===== src/spc_consts.svh =====
// constants for the sensor parameter store
`ifndef SPC_CONSTS_SVH
`define SPC_CONSTS_SVH
`define SPC_OFF_BUS_ADDR     8'h00
`define SPC_OFF_MEASUREMENT_CHANNEL_LIST       8'h01
`define SPC_OFF_LED12        8'h02
`define SPC_OFF_LED3         8'h03
`define SPC_OFF_ALIGN        8'h05
`define SPC_OFF_RSVD1B       8'h1B
`define SPC_OFF_LED_RECOVERY_TIME      8'h1C
`define SPC_OFF_IR_COUNTER   8'h1D
`define SPC_OFF_IR_GAIN      8'h1E
`define SPC_OFF_IR_MISC      8'h1F
`define SPC_OFF_CMD          8'h20
`define SPC_OFF_ACTIVE_ADDR  8'h21
`define SPC_OFF_MEAS_CTRL    8'h22
`define SPC_OFF_RESULT_BASE  8'h30
`define SPC_RST_BUS_ADDR     8'h00
`define SPC_RST_ZERO         8'h00
`define SPC_RST_LED3         8'h04
`define SPC_CMD_SET_ADDR     8'h11
`define SPC_BIT_AUX          6
`define SPC_BIT_IR           5
`define SPC_BIT_VIS          4
`define SPC_ALIGN_LSB        4
`define SPC_LED2_MSB         6
`define SPC_LED2_LSB         4
`define SPC_LED_W            3
`define SPC_ADC_W            17
`define SPC_NUM_CH           6
`endif


===== src/spc_pkg.sv =====
// types for the sensor parameter store
package spc_pkg;
  typedef enum logic [2:0] {
    SPC_IDLE = 3'b001,
    SPC_MEAS = 3'b010,
    SPC_DONE = 3'b100
  } spc_state_t;
endpackage : spc_pkg


===== src/spc_meas_if.sv =====
// link between parameter store and result capture
`timescale 1ns/1ps
interface spc_meas_if;
  logic        start;
  logic [5:0]  ch_en;
  logic [2:0]  align;
  logic [16:0] adc_data;
  logic [2:0]  adc_ch;
  logic        adc_valid;
  logic        wr;
  logic [3:0]  wr_idx;
  logic [7:0]  wr_byte;
  modport store (output start, ch_en, align, adc_data, adc_ch, adc_valid,
                 input wr, wr_idx, wr_byte);
  modport capture (input start, ch_en, align, adc_data, adc_ch, adc_valid,
                   output wr, wr_idx, wr_byte);
endinterface : spc_meas_if


===== src/spc_param_store.sv =====
// parameter store of the proximity and ambient sensor, wishbone slave
//
// The Wishbone interface to the registers was left to the implementer.
`timescale 1ns/1ps
`include "spc_consts.svh"
// Summary of operation
// the answering bus address changes to the pending address only on a set-address command.
// auxiliary enable bit 6 makes auxiliary results land in the auxiliary high and low bytes.
// ambient infrared enable bit 5 makes its results land in the infrared byte pair.
// ambient visible enable bit 4 makes its results land in the visible byte pair.
// bits 0 to 2 enable proximity channels one to three, each with its own byte pair.
// bits 6 to 4 of the first LED select choose the LEDs for the second proximity measurement.
// bits 2 to 0 of the first LED select choose the LEDs for the first proximity measurement.
// each LED field is a bitmask, bit 0 LED1, bit 1 LED2, bit 2 LED3, zero drives none.
// on variants with fewer drivers the host keeps absent LED bits cleared.
// bits 2 to 0 of the second LED select serve the third measurement, resetting to LED3 only.
// a set alignment bit reports the low 16 of 17 converter bits, clear the upper 16.
// alignment bits 4, 5 and 6 belong to proximity channels one, two and three.
// the host leaves the reserved parameter at 0x1B at zero.
// written parameters hold until rewritten or reset.
module spc_param_store
  import spc_pkg::*;
#(
  parameter int ADC_W = `SPC_ADC_W
) (
  input  wire logic              clk_i,
  input  wire logic              rst_i,
  input  wire logic              cyc_i,
  input  wire logic              stb_i,
  input  wire logic              we_i,
  input  wire logic [7:0]        adr_i,
  input  wire logic [3:0]        sel_i,
  input  wire logic [31:0]       dat_i,
  output logic      [31:0]       dat_o,
  output logic                   ack_o,
  input  wire logic [ADC_W-1:0]  adc_data_i,
  input  wire logic [2:0]        adc_ch_i,
  input  wire logic              adc_valid_i,
  input  wire logic [2:0]        meas_slot_i,
  output logic      [6:0]        bus_addr_o,
  output logic      [2:0]        led_drive_o,
  output logic      [5:0]        ch_en_o,
  output logic      [7:0]        led_recovery_time_o,
  output logic      [7:0]        ir_counter_o,
  output logic      [7:0]        ir_gain_o,
  output logic      [7:0]        ir_misc_o
);
  typedef struct packed {
    logic [7:0]  pend_addr;
    logic [7:0]  act_addr;
    logic [7:0]  measurement_channel_list;
    logic [7:0]  led12;
    logic [7:0]  led3;
    logic [7:0]  align;
    logic [7:0]  rsvd1b;
    logic [7:0]  led_recovery_time;
    logic [7:0]  ir_cnt;
    logic [7:0]  ir_gain;
    logic [7:0]  ir_misc;
    logic [95:0] results;
    logic [2:0]  led_drv;
    logic [31:0] rdata;
    logic        ack;
  } spc_store_t;

  spc_store_t   s_q, s_d;
  logic [7:0]   wb;
  logic         wr_en;
  logic [7:0]   rd;
  logic [2:0]   led_sel;
  logic [2:0]   meas_a, meas_b;
  spc_meas_if   mi();

  // two-stage sync of the measurement slot pins
  always_ff @(posedge clk_i) begin
    if (rst_i) begin
      meas_a <= 3'b000;
      meas_b <= 3'b000;
    end else begin
      meas_a <= meas_slot_i;
      meas_b <= meas_a;
    end
  end

  assign mi.start     = 1'b0;
  assign mi.ch_en     = {s_q.measurement_channel_list[`SPC_BIT_AUX], s_q.measurement_channel_list[`SPC_BIT_IR],
                         s_q.measurement_channel_list[`SPC_BIT_VIS], s_q.measurement_channel_list[2:0]};
  assign mi.align     = s_q.align[`SPC_ALIGN_LSB +: 3];
  assign mi.adc_data  = adc_data_i[16:0];
  assign mi.adc_ch    = adc_ch_i;
  assign mi.adc_valid = adc_valid_i;

  spc_capture u_cap (
    .clk_i (clk_i),
    .rst_i (rst_i),
    .m     (mi)
  );

  assign wb    = dat_i[7:0];
  assign wr_en = cyc_i && stb_i && we_i && sel_i[0] && !s_q.ack;

  always_comb begin
    // LED mask picked per active measurement slot
    if (meas_b[2])
      led_sel = s_q.led3[2:0];
    else if (meas_b[1])
      led_sel = s_q.led12[`SPC_LED2_MSB:`SPC_LED2_LSB];
    else if (meas_b[0])
      led_sel = s_q.led12[2:0];
    else
      led_sel = 3'b000;
  end

  always_comb begin
    rd = `SPC_RST_ZERO;
    if (adr_i[7:2] == `SPC_OFF_BUS_ADDR)
      rd = s_q.pend_addr;
    else if (adr_i[7:2] == `SPC_OFF_MEASUREMENT_CHANNEL_LIST)
      rd = s_q.measurement_channel_list;
    else if (adr_i[7:2] == `SPC_OFF_LED12)
      rd = s_q.led12;
    else if (adr_i[7:2] == `SPC_OFF_LED3)
      rd = s_q.led3;
    else if (adr_i[7:2] == `SPC_OFF_ALIGN)
      rd = s_q.align;
    else if (adr_i[7:2] == `SPC_OFF_RSVD1B)
      rd = s_q.rsvd1b;
    else if (adr_i[7:2] == `SPC_OFF_LED_RECOVERY_TIME)
      rd = s_q.led_recovery_time;
    else if (adr_i[7:2] == `SPC_OFF_IR_COUNTER)
      rd = s_q.ir_cnt;
    else if (adr_i[7:2] == `SPC_OFF_IR_GAIN)
      rd = s_q.ir_gain;
    else if (adr_i[7:2] == `SPC_OFF_IR_MISC)
      rd = s_q.ir_misc;
    else if (adr_i[7:2] == `SPC_OFF_ACTIVE_ADDR)
      rd = s_q.act_addr;
    else if (adr_i[7:2] >= `SPC_OFF_RESULT_BASE && adr_i[7:2] < 8'h3C)
      rd = s_q.results[8*(adr_i[5:2])+:8];
  end

  always_comb begin
    s_d = s_q;
    s_d.ack = cyc_i && stb_i && !s_q.ack;
    s_d.led_drv = led_sel;
    if (s_d.ack)
      s_d.rdata = {24'h000000, rd};
    // store the low data byte; byte 0 lane only
    if (wr_en) begin
      if (adr_i[7:2] == `SPC_OFF_BUS_ADDR)
        s_d.pend_addr = wb;
      else if (adr_i[7:2] == `SPC_OFF_MEASUREMENT_CHANNEL_LIST)
        s_d.measurement_channel_list = wb;
      else if (adr_i[7:2] == `SPC_OFF_LED12)
        s_d.led12 = wb;
      else if (adr_i[7:2] == `SPC_OFF_LED3)
        s_d.led3 = wb;
      else if (adr_i[7:2] == `SPC_OFF_ALIGN)
        s_d.align = wb;
      else if (adr_i[7:2] == `SPC_OFF_RSVD1B)
        s_d.rsvd1b = wb;
      else if (adr_i[7:2] == `SPC_OFF_LED_RECOVERY_TIME)
        s_d.led_recovery_time = wb;
      else if (adr_i[7:2] == `SPC_OFF_IR_COUNTER)
        s_d.ir_cnt = wb;
      else if (adr_i[7:2] == `SPC_OFF_IR_GAIN)
        s_d.ir_gain = wb;
      else if (adr_i[7:2] == `SPC_OFF_IR_MISC)
        s_d.ir_misc = wb;
      else if (adr_i[7:2] == `SPC_OFF_CMD && wb == `SPC_CMD_SET_ADDR)
        s_d.act_addr = s_q.pend_addr;
    end
    if (mi.wr)
      s_d.results[8*mi.wr_idx+:8] = mi.wr_byte;
  end

  always_ff @(posedge clk_i) begin
    if (rst_i) begin
      s_q.pend_addr <= `SPC_RST_BUS_ADDR;
      s_q.act_addr  <= `SPC_RST_BUS_ADDR;
      s_q.measurement_channel_list    <= `SPC_RST_ZERO;
      s_q.led12     <= `SPC_RST_ZERO;
      s_q.led3      <= `SPC_RST_LED3;
      s_q.align     <= `SPC_RST_ZERO;
      s_q.rsvd1b    <= `SPC_RST_ZERO;
      s_q.led_recovery_time   <= `SPC_RST_ZERO;
      s_q.ir_cnt    <= `SPC_RST_ZERO;
      s_q.ir_gain   <= `SPC_RST_ZERO;
      s_q.ir_misc   <= `SPC_RST_ZERO;
      s_q.results   <= '0;
      s_q.led_drv   <= 3'b000;
      s_q.rdata     <= 32'h00000000;
      s_q.ack       <= 1'b0;
    end else begin
      s_q <= s_d;
    end
  end

  assign dat_o        = s_q.rdata;
  assign ack_o        = s_q.ack;
  assign bus_addr_o   = s_q.act_addr[6:0];
  assign led_drive_o  = s_q.led_drv;
  assign ch_en_o      = mi.ch_en;
  assign led_recovery_time_o    = s_q.led_recovery_time;
  assign ir_counter_o = s_q.ir_cnt;
  assign ir_gain_o    = s_q.ir_gain;
  assign ir_misc_o    = s_q.ir_misc;

  // request helpers for the checks below
  logic       take_rd;
  logic [5:0] widx;
  assign take_rd = cyc_i && stb_i && !we_i && !s_q.ack;
  assign widx    = adr_i[7:2];

  // answering address
  addr_hold_a: assert property (@(posedge clk_i) disable iff (rst_i)
    !(wr_en && widx == `SPC_OFF_CMD) |=> $stable(s_q.act_addr))
    else $error("active address moved without command");
  addr_cmd_a: assert property (@(posedge clk_i) disable iff (rst_i)
    wr_en && widx == `SPC_OFF_CMD && wb == `SPC_CMD_SET_ADDR
    |=> s_q.act_addr == $past(s_q.pend_addr))
    else $error("address command not applied");
  cmd_other_a: assert property (@(posedge clk_i) disable iff (rst_i)
    wr_en && widx == `SPC_OFF_CMD && wb != `SPC_CMD_SET_ADDR |=> $stable(s_q.act_addr))
    else $error("other command moved address");
  pend_hold_a: assert property (@(posedge clk_i) disable iff (rst_i)
    !(wr_en && widx == `SPC_OFF_BUS_ADDR) |=> $stable(s_q.pend_addr))
    else $error("pending address moved without write");
  pend_wr_a: assert property (@(posedge clk_i) disable iff (rst_i)
    wr_en && widx == `SPC_OFF_BUS_ADDR |=> s_q.pend_addr == $past(wb))
    else $error("pending address write lost");

  // led drive per slot
  led_two_a: assert property (@(posedge clk_i) disable iff (rst_i)
    meas_b == 3'b010 |=> led_drive_o == $past(s_q.led12[6:4]))
    else $error("second slot led mask wrong");
  led_one_a: assert property (@(posedge clk_i) disable iff (rst_i)
    meas_b == 3'b001 |=> led_drive_o == $past(s_q.led12[2:0]))
    else $error("first slot led mask wrong");
  led_none_a: assert property (@(posedge clk_i) disable iff (rst_i)
    meas_b == 3'b000 |=> led_drive_o == 3'b000)
    else $error("led driven outside slot");
  led_three_a: assert property (@(posedge clk_i) disable iff (rst_i)
    meas_b[2] |=> led_drive_o == $past(s_q.led3[2:0]))
    else $error("third slot led mask wrong");

  // parameter writes land
  chl_wr_a: assert property (@(posedge clk_i) disable iff (rst_i)
    wr_en && widx == `SPC_OFF_MEASUREMENT_CHANNEL_LIST |=> s_q.measurement_channel_list == $past(wb))
    else $error("channel list write lost");
  led12_wr_a: assert property (@(posedge clk_i) disable iff (rst_i)
    wr_en && widx == `SPC_OFF_LED12 |=> s_q.led12 == $past(wb))
    else $error("first led select write lost");
  led3_wr_a: assert property (@(posedge clk_i) disable iff (rst_i)
    wr_en && widx == `SPC_OFF_LED3 |=> s_q.led3 == $past(wb))
    else $error("second led select write lost");
  align_wr_a: assert property (@(posedge clk_i) disable iff (rst_i)
    wr_en && widx == `SPC_OFF_ALIGN |=> s_q.align == $past(wb))
    else $error("alignment write lost");
  rec_wr_a: assert property (@(posedge clk_i) disable iff (rst_i)
    wr_en && widx == `SPC_OFF_LED_RECOVERY_TIME |=> s_q.led_recovery_time == $past(wb))
    else $error("recovery time write lost");
  irc_wr_a: assert property (@(posedge clk_i) disable iff (rst_i)
    wr_en && widx == `SPC_OFF_IR_COUNTER |=> s_q.ir_cnt == $past(wb))
    else $error("ir counter write lost");
  gain_wr_a: assert property (@(posedge clk_i) disable iff (rst_i)
    wr_en && widx == `SPC_OFF_IR_GAIN |=> s_q.ir_gain == $past(wb))
    else $error("ir gain write lost");
  misc_wr_a: assert property (@(posedge clk_i) disable iff (rst_i)
    wr_en && widx == `SPC_OFF_IR_MISC |=> s_q.ir_misc == $past(wb))
    else $error("ir misc write lost");

  // parameters hold without a write
  param_hold_a: assert property (@(posedge clk_i) disable iff (rst_i)
    !wr_en |=> $stable(s_q.measurement_channel_list) && $stable(s_q.led12) && $stable(s_q.led_recovery_time))
    else $error("parameter changed without write");
  led3_hold_a: assert property (@(posedge clk_i) disable iff (rst_i)
    !wr_en |=> $stable(s_q.led3) && $stable(s_q.align))
    else $error("select or alignment changed without write");
  ir_hold_a: assert property (@(posedge clk_i) disable iff (rst_i)
    !wr_en |=> $stable(s_q.ir_cnt) && $stable(s_q.ir_gain) && $stable(s_q.ir_misc))
    else $error("ir setting changed without write");
  sel_skip_a: assert property (@(posedge clk_i) disable iff (rst_i)
    cyc_i && stb_i && we_i && !sel_i[0] |=> $stable(s_q.measurement_channel_list) && $stable(s_q.led3))
    else $error("write without lane 0 landed");

  // read data follows the register
  rd_pend_a: assert property (@(posedge clk_i) disable iff (rst_i)
    take_rd && widx == `SPC_OFF_BUS_ADDR |=> dat_o[7:0] == $past(s_q.pend_addr))
    else $error("pending address read wrong");
  rd_act_a: assert property (@(posedge clk_i) disable iff (rst_i)
    take_rd && widx == `SPC_OFF_ACTIVE_ADDR |=> dat_o[7:0] == $past(s_q.act_addr))
    else $error("active address read wrong");
  rd_chl_a: assert property (@(posedge clk_i) disable iff (rst_i)
    take_rd && widx == `SPC_OFF_MEASUREMENT_CHANNEL_LIST |=> dat_o[7:0] == $past(s_q.measurement_channel_list))
    else $error("channel list read wrong");
  rd_led12_a: assert property (@(posedge clk_i) disable iff (rst_i)
    take_rd && widx == `SPC_OFF_LED12 |=> dat_o[7:0] == $past(s_q.led12))
    else $error("first led select read wrong");
  rd_led3_a: assert property (@(posedge clk_i) disable iff (rst_i)
    take_rd && widx == `SPC_OFF_LED3 |=> dat_o[7:0] == $past(s_q.led3))
    else $error("second led select read wrong");
  rd_align_a: assert property (@(posedge clk_i) disable iff (rst_i)
    take_rd && widx == `SPC_OFF_ALIGN |=> dat_o[7:0] == $past(s_q.align))
    else $error("alignment read wrong");
  rd_rsvd_a: assert property (@(posedge clk_i) disable iff (rst_i)
    take_rd && widx == `SPC_OFF_RSVD1B |=> dat_o[7:0] == $past(s_q.rsvd1b))
    else $error("reserved parameter read wrong");
  rd_rec_a: assert property (@(posedge clk_i) disable iff (rst_i)
    take_rd && widx == `SPC_OFF_LED_RECOVERY_TIME |=> dat_o[7:0] == $past(s_q.led_recovery_time))
    else $error("recovery time read wrong");
  rd_gain_a: assert property (@(posedge clk_i) disable iff (rst_i)
    take_rd && widx == `SPC_OFF_IR_GAIN |=> dat_o[7:0] == $past(s_q.ir_gain))
    else $error("ir gain read wrong");
  rd_misc_a: assert property (@(posedge clk_i) disable iff (rst_i)
    take_rd && widx == `SPC_OFF_IR_MISC |=> dat_o[7:0] == $past(s_q.ir_misc))
    else $error("ir misc read wrong");
  rd_hi_a: assert property (@(posedge clk_i) disable iff (rst_i)
    ack_o |-> dat_o[31:8] == 24'h000000)
    else $error("read data upper bits set");

  // bus handshake
  ack_one_a: assert property (@(posedge clk_i) disable iff (rst_i)
    ack_o |=> !ack_o)
    else $error("ack held two cycles");
  ack_take_a: assert property (@(posedge clk_i) disable iff (rst_i)
    cyc_i && stb_i && !ack_o |=> ack_o)
    else $error("request not answered");
  ack_idle_a: assert property (@(posedge clk_i) disable iff (rst_i)
    !(cyc_i && stb_i) |=> !ack_o)
    else $error("ack without request");

  // channel and result mapping
  align_map_a: assert property (@(posedge clk_i) disable iff (rst_i)
    mi.align == s_q.align[6:4])
    else $error("alignment bits misplaced");
  chan_map_a: assert property (@(posedge clk_i) disable iff (rst_i)
    ch_en_o[5] == s_q.measurement_channel_list[6] && ch_en_o[4] == s_q.measurement_channel_list[5])
    else $error("channel enable map wrong");
  res_ro_a: assert property (@(posedge clk_i) disable iff (rst_i)
    !mi.wr |=> $stable(s_q.results))
    else $error("result bytes moved without capture");

  cmd_c: cover property (@(posedge clk_i) wr_en && widx == `SPC_OFF_CMD);
  addr_set_c: cover property (@(posedge clk_i) wr_en && widx == `SPC_OFF_CMD && wb == `SPC_CMD_SET_ADDR);
  led3_c: cover property (@(posedge clk_i) meas_b[2] && led_drive_o != 3'b000);
  res_c: cover property (@(posedge clk_i) mi.wr);
endmodule : spc_param_store


===== src/spc_capture.sv =====
// captures converter results into result byte pairs
`timescale 1ns/1ps
`include "spc_consts.svh"
module spc_capture
  import spc_pkg::*;
(
  input  wire logic clk_i,
  input  wire logic rst_i,
  spc_meas_if.capture m
);
  typedef struct packed {
    spc_state_t st;
    logic [15:0] word;
    logic [3:0]  idx;
    logic        hi;
    logic        wr;
  } spc_cap_t;
  spc_cap_t s_q, s_d;
  logic [15:0] aligned;

  always_comb begin
    // proximity channels 0..2 use their own alignment bit, others take upper bits
    if (m.adc_ch < 3'd3 && m.align[m.adc_ch[1:0]])
      aligned = m.adc_data[15:0];
    else
      aligned = m.adc_data[16:1];
    s_d = s_q;
    s_d.wr = 1'b0;
    case (s_q.st)
      SPC_IDLE: begin
        if (m.adc_valid && m.adc_ch < 3'(`SPC_NUM_CH) && m.ch_en[m.adc_ch]) begin
          s_d.word = aligned;
          s_d.idx  = {m.adc_ch, 1'b0};
          s_d.hi   = 1'b0;
          s_d.st   = SPC_MEAS;
        end
      end
      SPC_MEAS: begin
        s_d.wr = 1'b1;
        if (s_q.hi)
          s_d.st = SPC_DONE;
        s_d.hi = 1'b1;
      end
      SPC_DONE: begin
        s_d.st = SPC_IDLE;
      end
      default: s_d.st = SPC_IDLE;
    endcase
  end

  always_ff @(posedge clk_i) begin
    if (rst_i) begin
      s_q.st   <= SPC_IDLE;
      s_q.word <= 16'h0000;
      s_q.idx  <= 4'h0;
      s_q.hi   <= 1'b0;
      s_q.wr   <= 1'b0;
    end else begin
      s_q <= s_d;
    end
  end

  // low byte then high byte of the channel pair
  assign m.wr      = s_q.wr;
  assign m.wr_idx  = s_q.idx | {3'b000, s_q.st[2]};
  assign m.wr_byte = s_q.st[2] ? s_q.word[15:8] : s_q.word[7:0];

  meas_pair_a: assert property (@(posedge clk_i) disable iff (rst_i)
    s_q.st == SPC_MEAS && s_q.hi |=> s_q.st == SPC_DONE && m.wr)
    else $error("result pair not completed");
  pair_low_a: assert property (@(posedge clk_i) disable iff (rst_i)
    s_q.st == SPC_MEAS && s_q.wr |-> !m.wr_idx[0] && m.wr_byte == s_q.word[7:0])
    else $error("low byte not written first");
  align_sel_a: assert property (@(posedge clk_i) disable iff (rst_i)
    m.adc_ch == 3'd0 && m.align[0] |-> aligned == m.adc_data[15:0])
    else $error("low alignment not applied");
  align_up_a: assert property (@(posedge clk_i) disable iff (rst_i)
    m.adc_ch == 3'd5 |-> aligned == m.adc_data[16:1])
    else $error("upper alignment not applied");
  no_cap_a: assert property (@(posedge clk_i) disable iff (rst_i)
    s_q.st == SPC_IDLE && m.adc_valid && m.adc_ch < 3'd6 && !m.ch_en[m.adc_ch]
    |=> s_q.st == SPC_IDLE)
    else $error("disabled channel captured");
  cap_go_c: cover property (@(posedge clk_i) s_q.st == SPC_DONE);
endmodule : spc_capture


===== config.mk =====
export PLATFORM = sky130hd
export DESIGN_NAME = spc_param_store
export DESIGN_NICKNAME = d
export VERILOG_FILES = /design/src/spc_pkg.sv /design/src/spc_meas_if.sv /design/src/spc_param_store.sv /design/src/spc_capture.sv
export VERILOG_INCLUDE_DIRS = /design/src
export SDC_FILE = /design/constraint.sdc
export NUM_CORES = 1
export LEC_CHECK = 0
export BUFFER_PORTS_ARGS = -buffer_cell sky130_fd_sc_hd__buf_2
export CAP_MARGIN = 5
export CORE_MARGIN = 2
export CORE_UTILIZATION = 60
export DETAILED_ROUTE_END_ITERATION = 10
export PLACE_DENSITY = 0.83
export SYNTH_ARGS = -nofsm -noshare
export SYNTH_HDL_FRONTEND = slang
export SYNTH_SLANG_ARGS = --single-unit

===== constraint.sdc =====
create_clock -name clk_i -period 6.8 [get_ports clk_i]
set_input_delay 0.68 -clock clk_i [delete_from_list [all_inputs] [get_ports clk_i]]
set_output_delay 0.68 -clock clk_i [all_outputs]
set_load 0.02 [all_outputs]

==> impl_metrics.yaml, run 1 <==
cts:
  cts_resized: 0
  insertion_delay_ns: 0.51
  ctsHoldBuffers: 0
  cts_max_level: 1
  clk_pin_slew_ns: 0.06
  clockBufferDepth: 3
  cts_buffers: 24
  cts_sinks: 226
  post-cts-setup-buffers: 0
  cts_tree: "yes"
  clock-root-buffer: "clkbuf_16"
die:
  io-pin-count: 154
  die_h_microns: 141
  dieArea_sq_mm: 0.0198
  start_util_pct: 60.6
  core_area_sq_mm: 0.0185
  rows: 50
  die_w_microns: 141
setup_path:
  cp_slowest_cell: "dfxtp_1"
  start_kind: "flop"
  r2r-end: "s_q[123]$_SDFFE_PP0P_"
  slowest_delay_ns: 0.87
  r2r_slack_ns: 2.65
  worst-path-max-fanout: 23
  r2r-start: "u_cap.s_q[24]$_SDFFE_PP0P_"
  cp_top_family: "simple AND/OR/NAND/NOR gates"
  cp-end-kind: "flop"
  path_class: "flop to flop"
  cp_num_buf_inv: 1
  cp.arrival_ns: 4.58
  worstPathRequired_ns: 7.23
  ff2ff_path_depth: 7
  path_cells: "inv_2, ha_1, xnor2_1, nand3b_1, nor2_1, nand2_1, a21oi_1"
grt:
  grt_first_pass_wirelength_mm: 47.6
  grt-ovfl-total: 0
  antenna_found_initial: 0
  grt_max_degree: 80
  grt_pass1_vias: 8831
  track_usage_pct: 29.6
outcome:
  status: "finished clean"
power:
  ir_drop_uv: 206
  p_leak_nw: 4.53
  power_density_mw_per_mm2: 230
min_path:
  hold_depth: 2
  min_to: "meas_a[0]$_SDFF_PP0_"
  hold_path.class: "primary input to flop"
  hp-start: "meas_slot_i[0]"
detailed_routing:
  drc: 0
  vias: 9527
  drt-pass1-iter-count: 6
  drt-total-wl_mm: 30.1
  viasPerCell: 6.33
  drtAntennaViolNets: 0
  drt_iter0_markers: 1121
  wl_per_cell_microns: 20.0
synthesis:
  synthFlopType: "dfxtp_1"
  syn-cell-area_sq_mm: 0.0112
  synth_cell_types: 72
  netlist_instances: 1264
  synth-edff-count: 0
  ys_warn_count: 0
  netlist_top_cells_area: "dfxtp_1 (40%), mux2i_1 (10%), a21oi_1 (5.7%)"
  ys_seq_area_share_pct: 40.3
  synth_top_cell_area_share_pct: 40.3
  syn-mean-instance-area_sq_um: 8.88
  synth_seq_cells: 226
  synthArstFlopShare_pct: 0
  yosysTopAreaCell: "dfxtp_1"
sta:
  setup_viol: 0
  skew_ns: 0.0111
  final-max-slew-violation-count: 0
  worstMarginPinSlew_ns: 1.05
  rsz0062_at_grt: "false"
  timing.fmax_ghz: 0.241
  fin_hold_ws_ns: 0.374
  fin_crit_ns: 4.15
  relSlewSlack_pct: 29.7
  final-hold-violation-count: 0
  final.setup.tns_ns: 0
  timing.final.crit_share_pct: 61.1
run:
  cap_violations: 0
placement:
  gp_congestion: 0.903
  place_hpwl_mm: 20.2
  port_buffers: 100
  dp_cells: 1464
cells_and_area:
  nNetsFinal: 1331
  nFillCells: 1472
  antenna_cells: 0
  drive_above_1_share_pct: 16.9
  final_cells: 1506
  layout_common_cells: "dfxtp_1 (226), nor2_1 (139), nand2_1 (129)"
  synthToLayoutAreaGrowth_pct: 6.92
  final_common_cell: "dfxtp_1"
==> registers in the layout, summed over array words and instances, names as in the netlist <==
register and count:
u_cap.m.wr 1, s_q 136, mi.align 3, dat_o 8
ir_counter_o 8, led_drive_o 3, ack_o 1, ir_gain_o 8
ch_en_o 6, led_recovery_time_o 8, bus_addr_o 7, u_cap.s_q 23
meas_a 3, ir_misc_o 8, meas_b 3
==> how the worst max path moves through the flow <==
stage / start / endpoint / slack (ns) / cells past startpoint
floorplan: u_cap.s_q[24]$_SDFFE_PP0P_ / s_q[49]$_SDFFE_PP0P_ / 4.26 / 10
global placement: u_cap.s_q[24]$_SDFFE_PP0P_ / s_q[117]$_SDFFE_PP0P_ / 2.85 / 7
detailed placement: u_cap.s_q[24]$_SDFFE_PP0P_ / s_q[123]$_SDFFE_PP0P_ / 2.79 / 7
CTS: u_cap.s_q[24]$_SDFFE_PP0P_ / s_q[123]$_SDFFE_PP0P_ / 2.80 / 7
global route: u_cap.s_q[24]$_SDFFE_PP0P_ / s_q[121]$_SDFFE_PP0P_ / 2.22 / 7
finish: u_cap.s_q[24]$_SDFFE_PP0P_ / s_q[123]$_SDFFE_PP0P_ / 2.65 / 7
==> worst reg2reg max path, stage by stage (launching register included) <==
cell      delay (ns)
dfxtp_1         0.87
inv_2           0.29
ha_1            0.38
xnor2_1         0.73
nand3b_1        0.72
nor2_1          0.79
nand2_1         0.12
a21oi_1         0.18
==> where the power goes <==
group / switching (mW) / leakage (nW) / internal [mW]
sequential: 0.00211 / 1.82 / 1.33
clock: 0.523 / 0.382 / 0.768
combinational: 0.104 / 2.33 / 0.0373
total: 0.628 / 4.53 / 2.13
==> cells in the mapped netlist (3+ instances only) <==
cell         n
a211oi_1     4
a211oi_2    13
a21oi_1    127
a221o_1      6
a221oi_1     3
a22o_1       3
a22oi_1      5
a31oi_1      3
and2_1      21
and3b_1      5
buf_1        5
buf_2       20
buf_4       81
clkbuf_1    60
dfxtp_1    226
inv_1       10
mux2_2       5
mux2i_1    115
mux4_2      28
nand2_1    129
nand2b_1     6
nand3_1     34
nand3b_1     9
nand4_1     10
nor2_1     139
nor2_2       8
nor2b_1     16
nor3_1       9
nor3_4       3
nor4_1       7
nor4b_1      4
o2111ai_1    4
o211ai_1     6
o21ai_0     62
o221ai_1     4
o22ai_1      6
or3_1       22
==> routing by layer <==
| layer | global-route usage (%) | part of all wire (%) | vias up |
|---|---|---|---|
| met4 | 15.1 | 5.6 | 0 |
| met3 | 4.25 | 8.6 | 113 |
| met5 | 0 | 0 | - |
| li1 | - | - | 4360 |
| met2 | 47.9 | 46 | 553 |
| met1 | 39.0 | 40 | 4501 |
==> layout make-up <==
| class | count | area, sq um | area share [%] |
|---|---|---|---|
| Tap cell | 234 | 293 | 2.44 |
| Clock inverter | 8 | 90.1 | 0.750 |
| Inverter | 12 | 45.0 | 0.375 |
| Sequential cell | 226 | 4520 | 37.7 |
| Timing Repair Buffer | 111 | 589 | 4.91 |
| Clock buffer | 34 | 679 | 5.66 |
| Multi-Input combinational cell | 881 | 5780 | 48.2 |
==> cell families (layout without fill, tap and decap cells) <==
family	Yosys count	in the layout	share of synthesized area (%)
compound gates	267	267	14.8
xor+xnor	3	3	0.234
fa+ha+maj	2	2	0.223
buf+inv	180	165	9.08
flops	226	226	40.3
mux	148	148	16.4
other cells	1	24	0.0334
simple gates	437	437	18.9
==> through the flow <==
step / worst slack [ns] / instance area, sq um / power [mW] / utilization [%]
detailed placement: 2.79 / 11200 / 1.50 / 60.7
finish: 2.65 / 12000 / 2.76 / 64.8
floorplan: 4.26 / 11300 / 1.47 / -
global placement: 2.85 / 11200 / 1.50 / 60.7
CTS: 2.80 / 12000 / 2.76 / 64.8
global route: 2.22 / 12000 / 2.83 / 64.8
Note: power is estimated with default switching activity, not from simulation.
==> run 2, diff against run 1 <==
--- a/config.mk
+++ b/config.mk
@@ -6,12 +6,13 @@
 export SDC_FILE = /design/constraint.sdc
 export NUM_CORES = 1
 export LEC_CHECK = 0
+export ABC_AREA = 1
 export BUFFER_PORTS_ARGS = -buffer_cell sky130_fd_sc_hd__buf_2
 export CAP_MARGIN = 5
 export CORE_MARGIN = 2
-export CORE_UTILIZATION = 60
+export CORE_UTILIZATION = 58
 export DETAILED_ROUTE_END_ITERATION = 10
-export PLACE_DENSITY = 0.83
+export PLACE_DENSITY = 0.81
 export SYNTH_ARGS = -nofsm -noshare
 export SYNTH_HDL_FRONTEND = slang
 export SYNTH_SLANG_ARGS = --single-unit
==> constraint.sdc (replaced) <==
create_clock -name clk_i -period 4.3 [get_ports clk_i]
set_input_delay 0.43 -clock clk_i [delete_from_list [all_inputs] [get_ports clk_i]]
set_output_delay 0.43 -clock clk_i [all_outputs]
set_load 0.02 [all_outputs]
==> impl_metrics.yaml, run 2 <==
synthesis:
  synth_xor_area_share_pct: 0
  syn-cell-area_sq_mm: 0.0109
  synthFlopType: "dfxtp_1"
  ys_seq_area_share_pct: 41.6
  synthSimpleGateAreaFrac_pct: 25.8
  netlist_instances: 1498
  netlist_top_cells_area: "dfxtp_1 (42%), nand2_1 (12%), a21oi_1 (7.1%)"
  synthArstFlopShare_pct: 0
  yosysTopAreaCell: "dfxtp_1"
  synth-edff-count: 0
  synth-compound-area-share_pct: 18.7
  ys_warn_count: 0
  synthAdderAreaFrac_pct: 0.230
  muxShareOfSynthArea_pct: 1.66
  synth_top_family_by_area: "simple AND/OR/NAND/NOR gates"
  synth_common_cells: "nand2_1 (346), dfxtp_1 (226), nor2_1 (169)"
  synth_cell_types: 44
  synth_seq_cells: 226
  syn-mean-instance-area_sq_um: 7.25
  synth.most_common_cell: "nand2_1"
  synth_top_cell_area_share_pct: 41.6
placement:
  gp_congestion: 0.947
  dp_slack_ns: 1.39
  place_hpwl_mm: 21.6
  port_buffers: 100
min_path:
  hp-start: "meas_slot_i[1]"
  hold_path.class: "primary input to flop"
die:
  core_area_sq_mm: 0.0185
  die_h_microns: 141
  start_util_pct: 58.7
  dieArea_sq_mm: 0.0198
  die_w_microns: 141
  rows: 50
  io-pin-count: 154
detailed_routing:
  drc: 0
  drtAntennaViolNets: 0
  drt-total-wl_mm: 31.5
  drt-pass1-iter-count: 6
  viasPerCell: 5.85
  vias: 10300
  wl_per_cell_microns: 17.9
  drt_iter0_markers: 1122
setup_path:
  cp.arrival_ns: 3.24
  r2r-start: "u_cap.s_q[24]$_SDFFE_PP0P_"
  endpoint: "s_q[59]$_SDFFE_PP0P_"
  startpoint: "u_cap.s_q[24]$_SDFFE_PP0P_"
  r2r-end: "s_q[59]$_SDFFE_PP0P_"
  cp-end-kind: "flop"
  worstPathRequired_ns: 4.72
  worst-path-max-fanout: 11
  start_kind: "flop"
  path_class: "flop to flop"
  ff2ff_path_depth: 13
  r2r_slack_ns: 1.48
grt:
  track_usage_pct: 31.3
  grt_pass1_vias: 9315
  grt_first_pass_wirelength_mm: 50.0
  grt-ovfl-total: 0
  antenna_found_initial: 0
  grt_max_degree: 73
cts:
  insertion_delay_ns: 0.52
  cts_resized: 0
  post-cts-setup-buffers: 0
  cts_buffers: 24
  ctsHoldBuffers: 0
  cts_sinks: 226
  clockBufferDepth: 3
  clk_pin_slew_ns: 0.06
  cts_max_level: 1
  cts_tree: "yes"
  clock-root-buffer: "clkbuf_16"
sta:
  fin_ws_ns: 1.48
  final-hold-violation-count: 0
  setup_viol: 0
  timing.final.crit_share_pct: 65.7
  fin_hold_ws_ns: 0.111
  worstMarginPinSlew_ns: 0.710
  relSlewSlack_pct: 52.3
  final.setup.tns_ns: 0
  fin_crit_ns: 2.82
  rsz0062_at_grt: "false"
  final-max-slew-violation-count: 0
  timing.fmax_ghz: 0.354
  skew_ns: 0.0106
power:
  total_power_mw: 4.77
  p_leak_nw: 5.01
  power_density_mw_per_mm2: 403
  ir_drop_uv: 361
cells_and_area:
  final_common_cell: "nand2_1"
  synthToLayoutAreaGrowth_pct: 8.97
  largest_reg_flops: 136
  nFillCells: 1645
  largest_register: "s_q"
  layout_common_cells: "nand2_1 (346), dfxtp_1 (226), nor2_1 (169)"
  top_regs: "s_q (136), u_cap.s_q (23)"
  nNetsFinal: 1584
  antenna_cells: 0
  drive_above_1_share_pct: 15.3
outcome:
  status: "finished clean"
run:
  cap_violations: 0
-- run 2: changes by cell type after synthesis, sizes merged, moves of 32 or more --
cell and change:
inv +69, nand2 +220, nor2 +39, a211oi +32
o21ai +52, mux2i -115
-- run 2: cells by family after synthesis --
group | after synthesis
AND/OR/NAND/NOR | 652
buffers and inverters | 245
multiplexers | 16
adder cells (fa/ha/maj) | 2
flip-flops | 226
other | 1
AO/OA/AOI/OAI | 356
-- run 2: per-stage QoR --
stage	instances	area, sq um	util (%)
floorplan	1521	11000	-
finish	1761	11800	63.9
global route	1761	11800	63.9
CTS	1761	11800	63.9
global placement	1717	10900	59.0
detailed placement	1717	10900	59.0
-- run 2: area by class of cell --
type,instances,area [sq um],area share (%)
flip-flops and latches,226,4520,38.2
multi-input cells,1050,5130,43.4
inverters,90,338,2.85
clock buffers,29,661,5.58
clock inverters,15,260,2.20
well taps,234,293,2.47
repair buffers,117,631,5.33
-- run 2: critical path: stages (launching register included) --
cell,delay [ns]
dfxtp_1,0.60
inv_1,0.13
ha_1,0.22
inv_1,0.07
nor2_1,0.06
inv_2,0.07
nor2_1,0.05
nor2_1,0.23
inv_1,0.11
nor3_4,0.30
nand2_1,0.26
inv_1,0.33
o21ai_0,0.15
o211a_1,0.13
-- run 2: worst min-delay path by stage --
stage | cells past startpoint | endpoint | slack, ns
4_1_cts | 3 | meas_a[1]$_SDFF_PP0_ | 0.10
3_5_place_dp | 2 | meas_b[1]$_SDFF_PP0_ | 0.39
6_report | 3 | meas_a[1]$_SDFF_PP0_ | 0.11
2_1_floorplan | 2 | meas_b[0]$_SDFF_PP0_ | 0.39
5_1_grt | 3 | meas_a[1]$_SDFF_PP0_ | 0.13
3_3_place_gp | 2 | meas_b[1]$_SDFF_PP0_ | 0.39
-- run 2: per-layer routing --
layer  up-vias  track usage [%]  wire, microns
li1       4913                -              -
met1      4714             46.1          13700
met2       610             46.4          13500
met3        71             5.64           3400
met4         0             10.3            903
met5         -                0              0
-- run 2: power breakdown --
group,leakage (nW),internal (mW),switching (mW)
Clock,0.452,1.52,0.868
Combinational,2.74,0.0637,0.203
Sequential,1.82,2.11,0.0114
Total,5.01,3.69,1.08
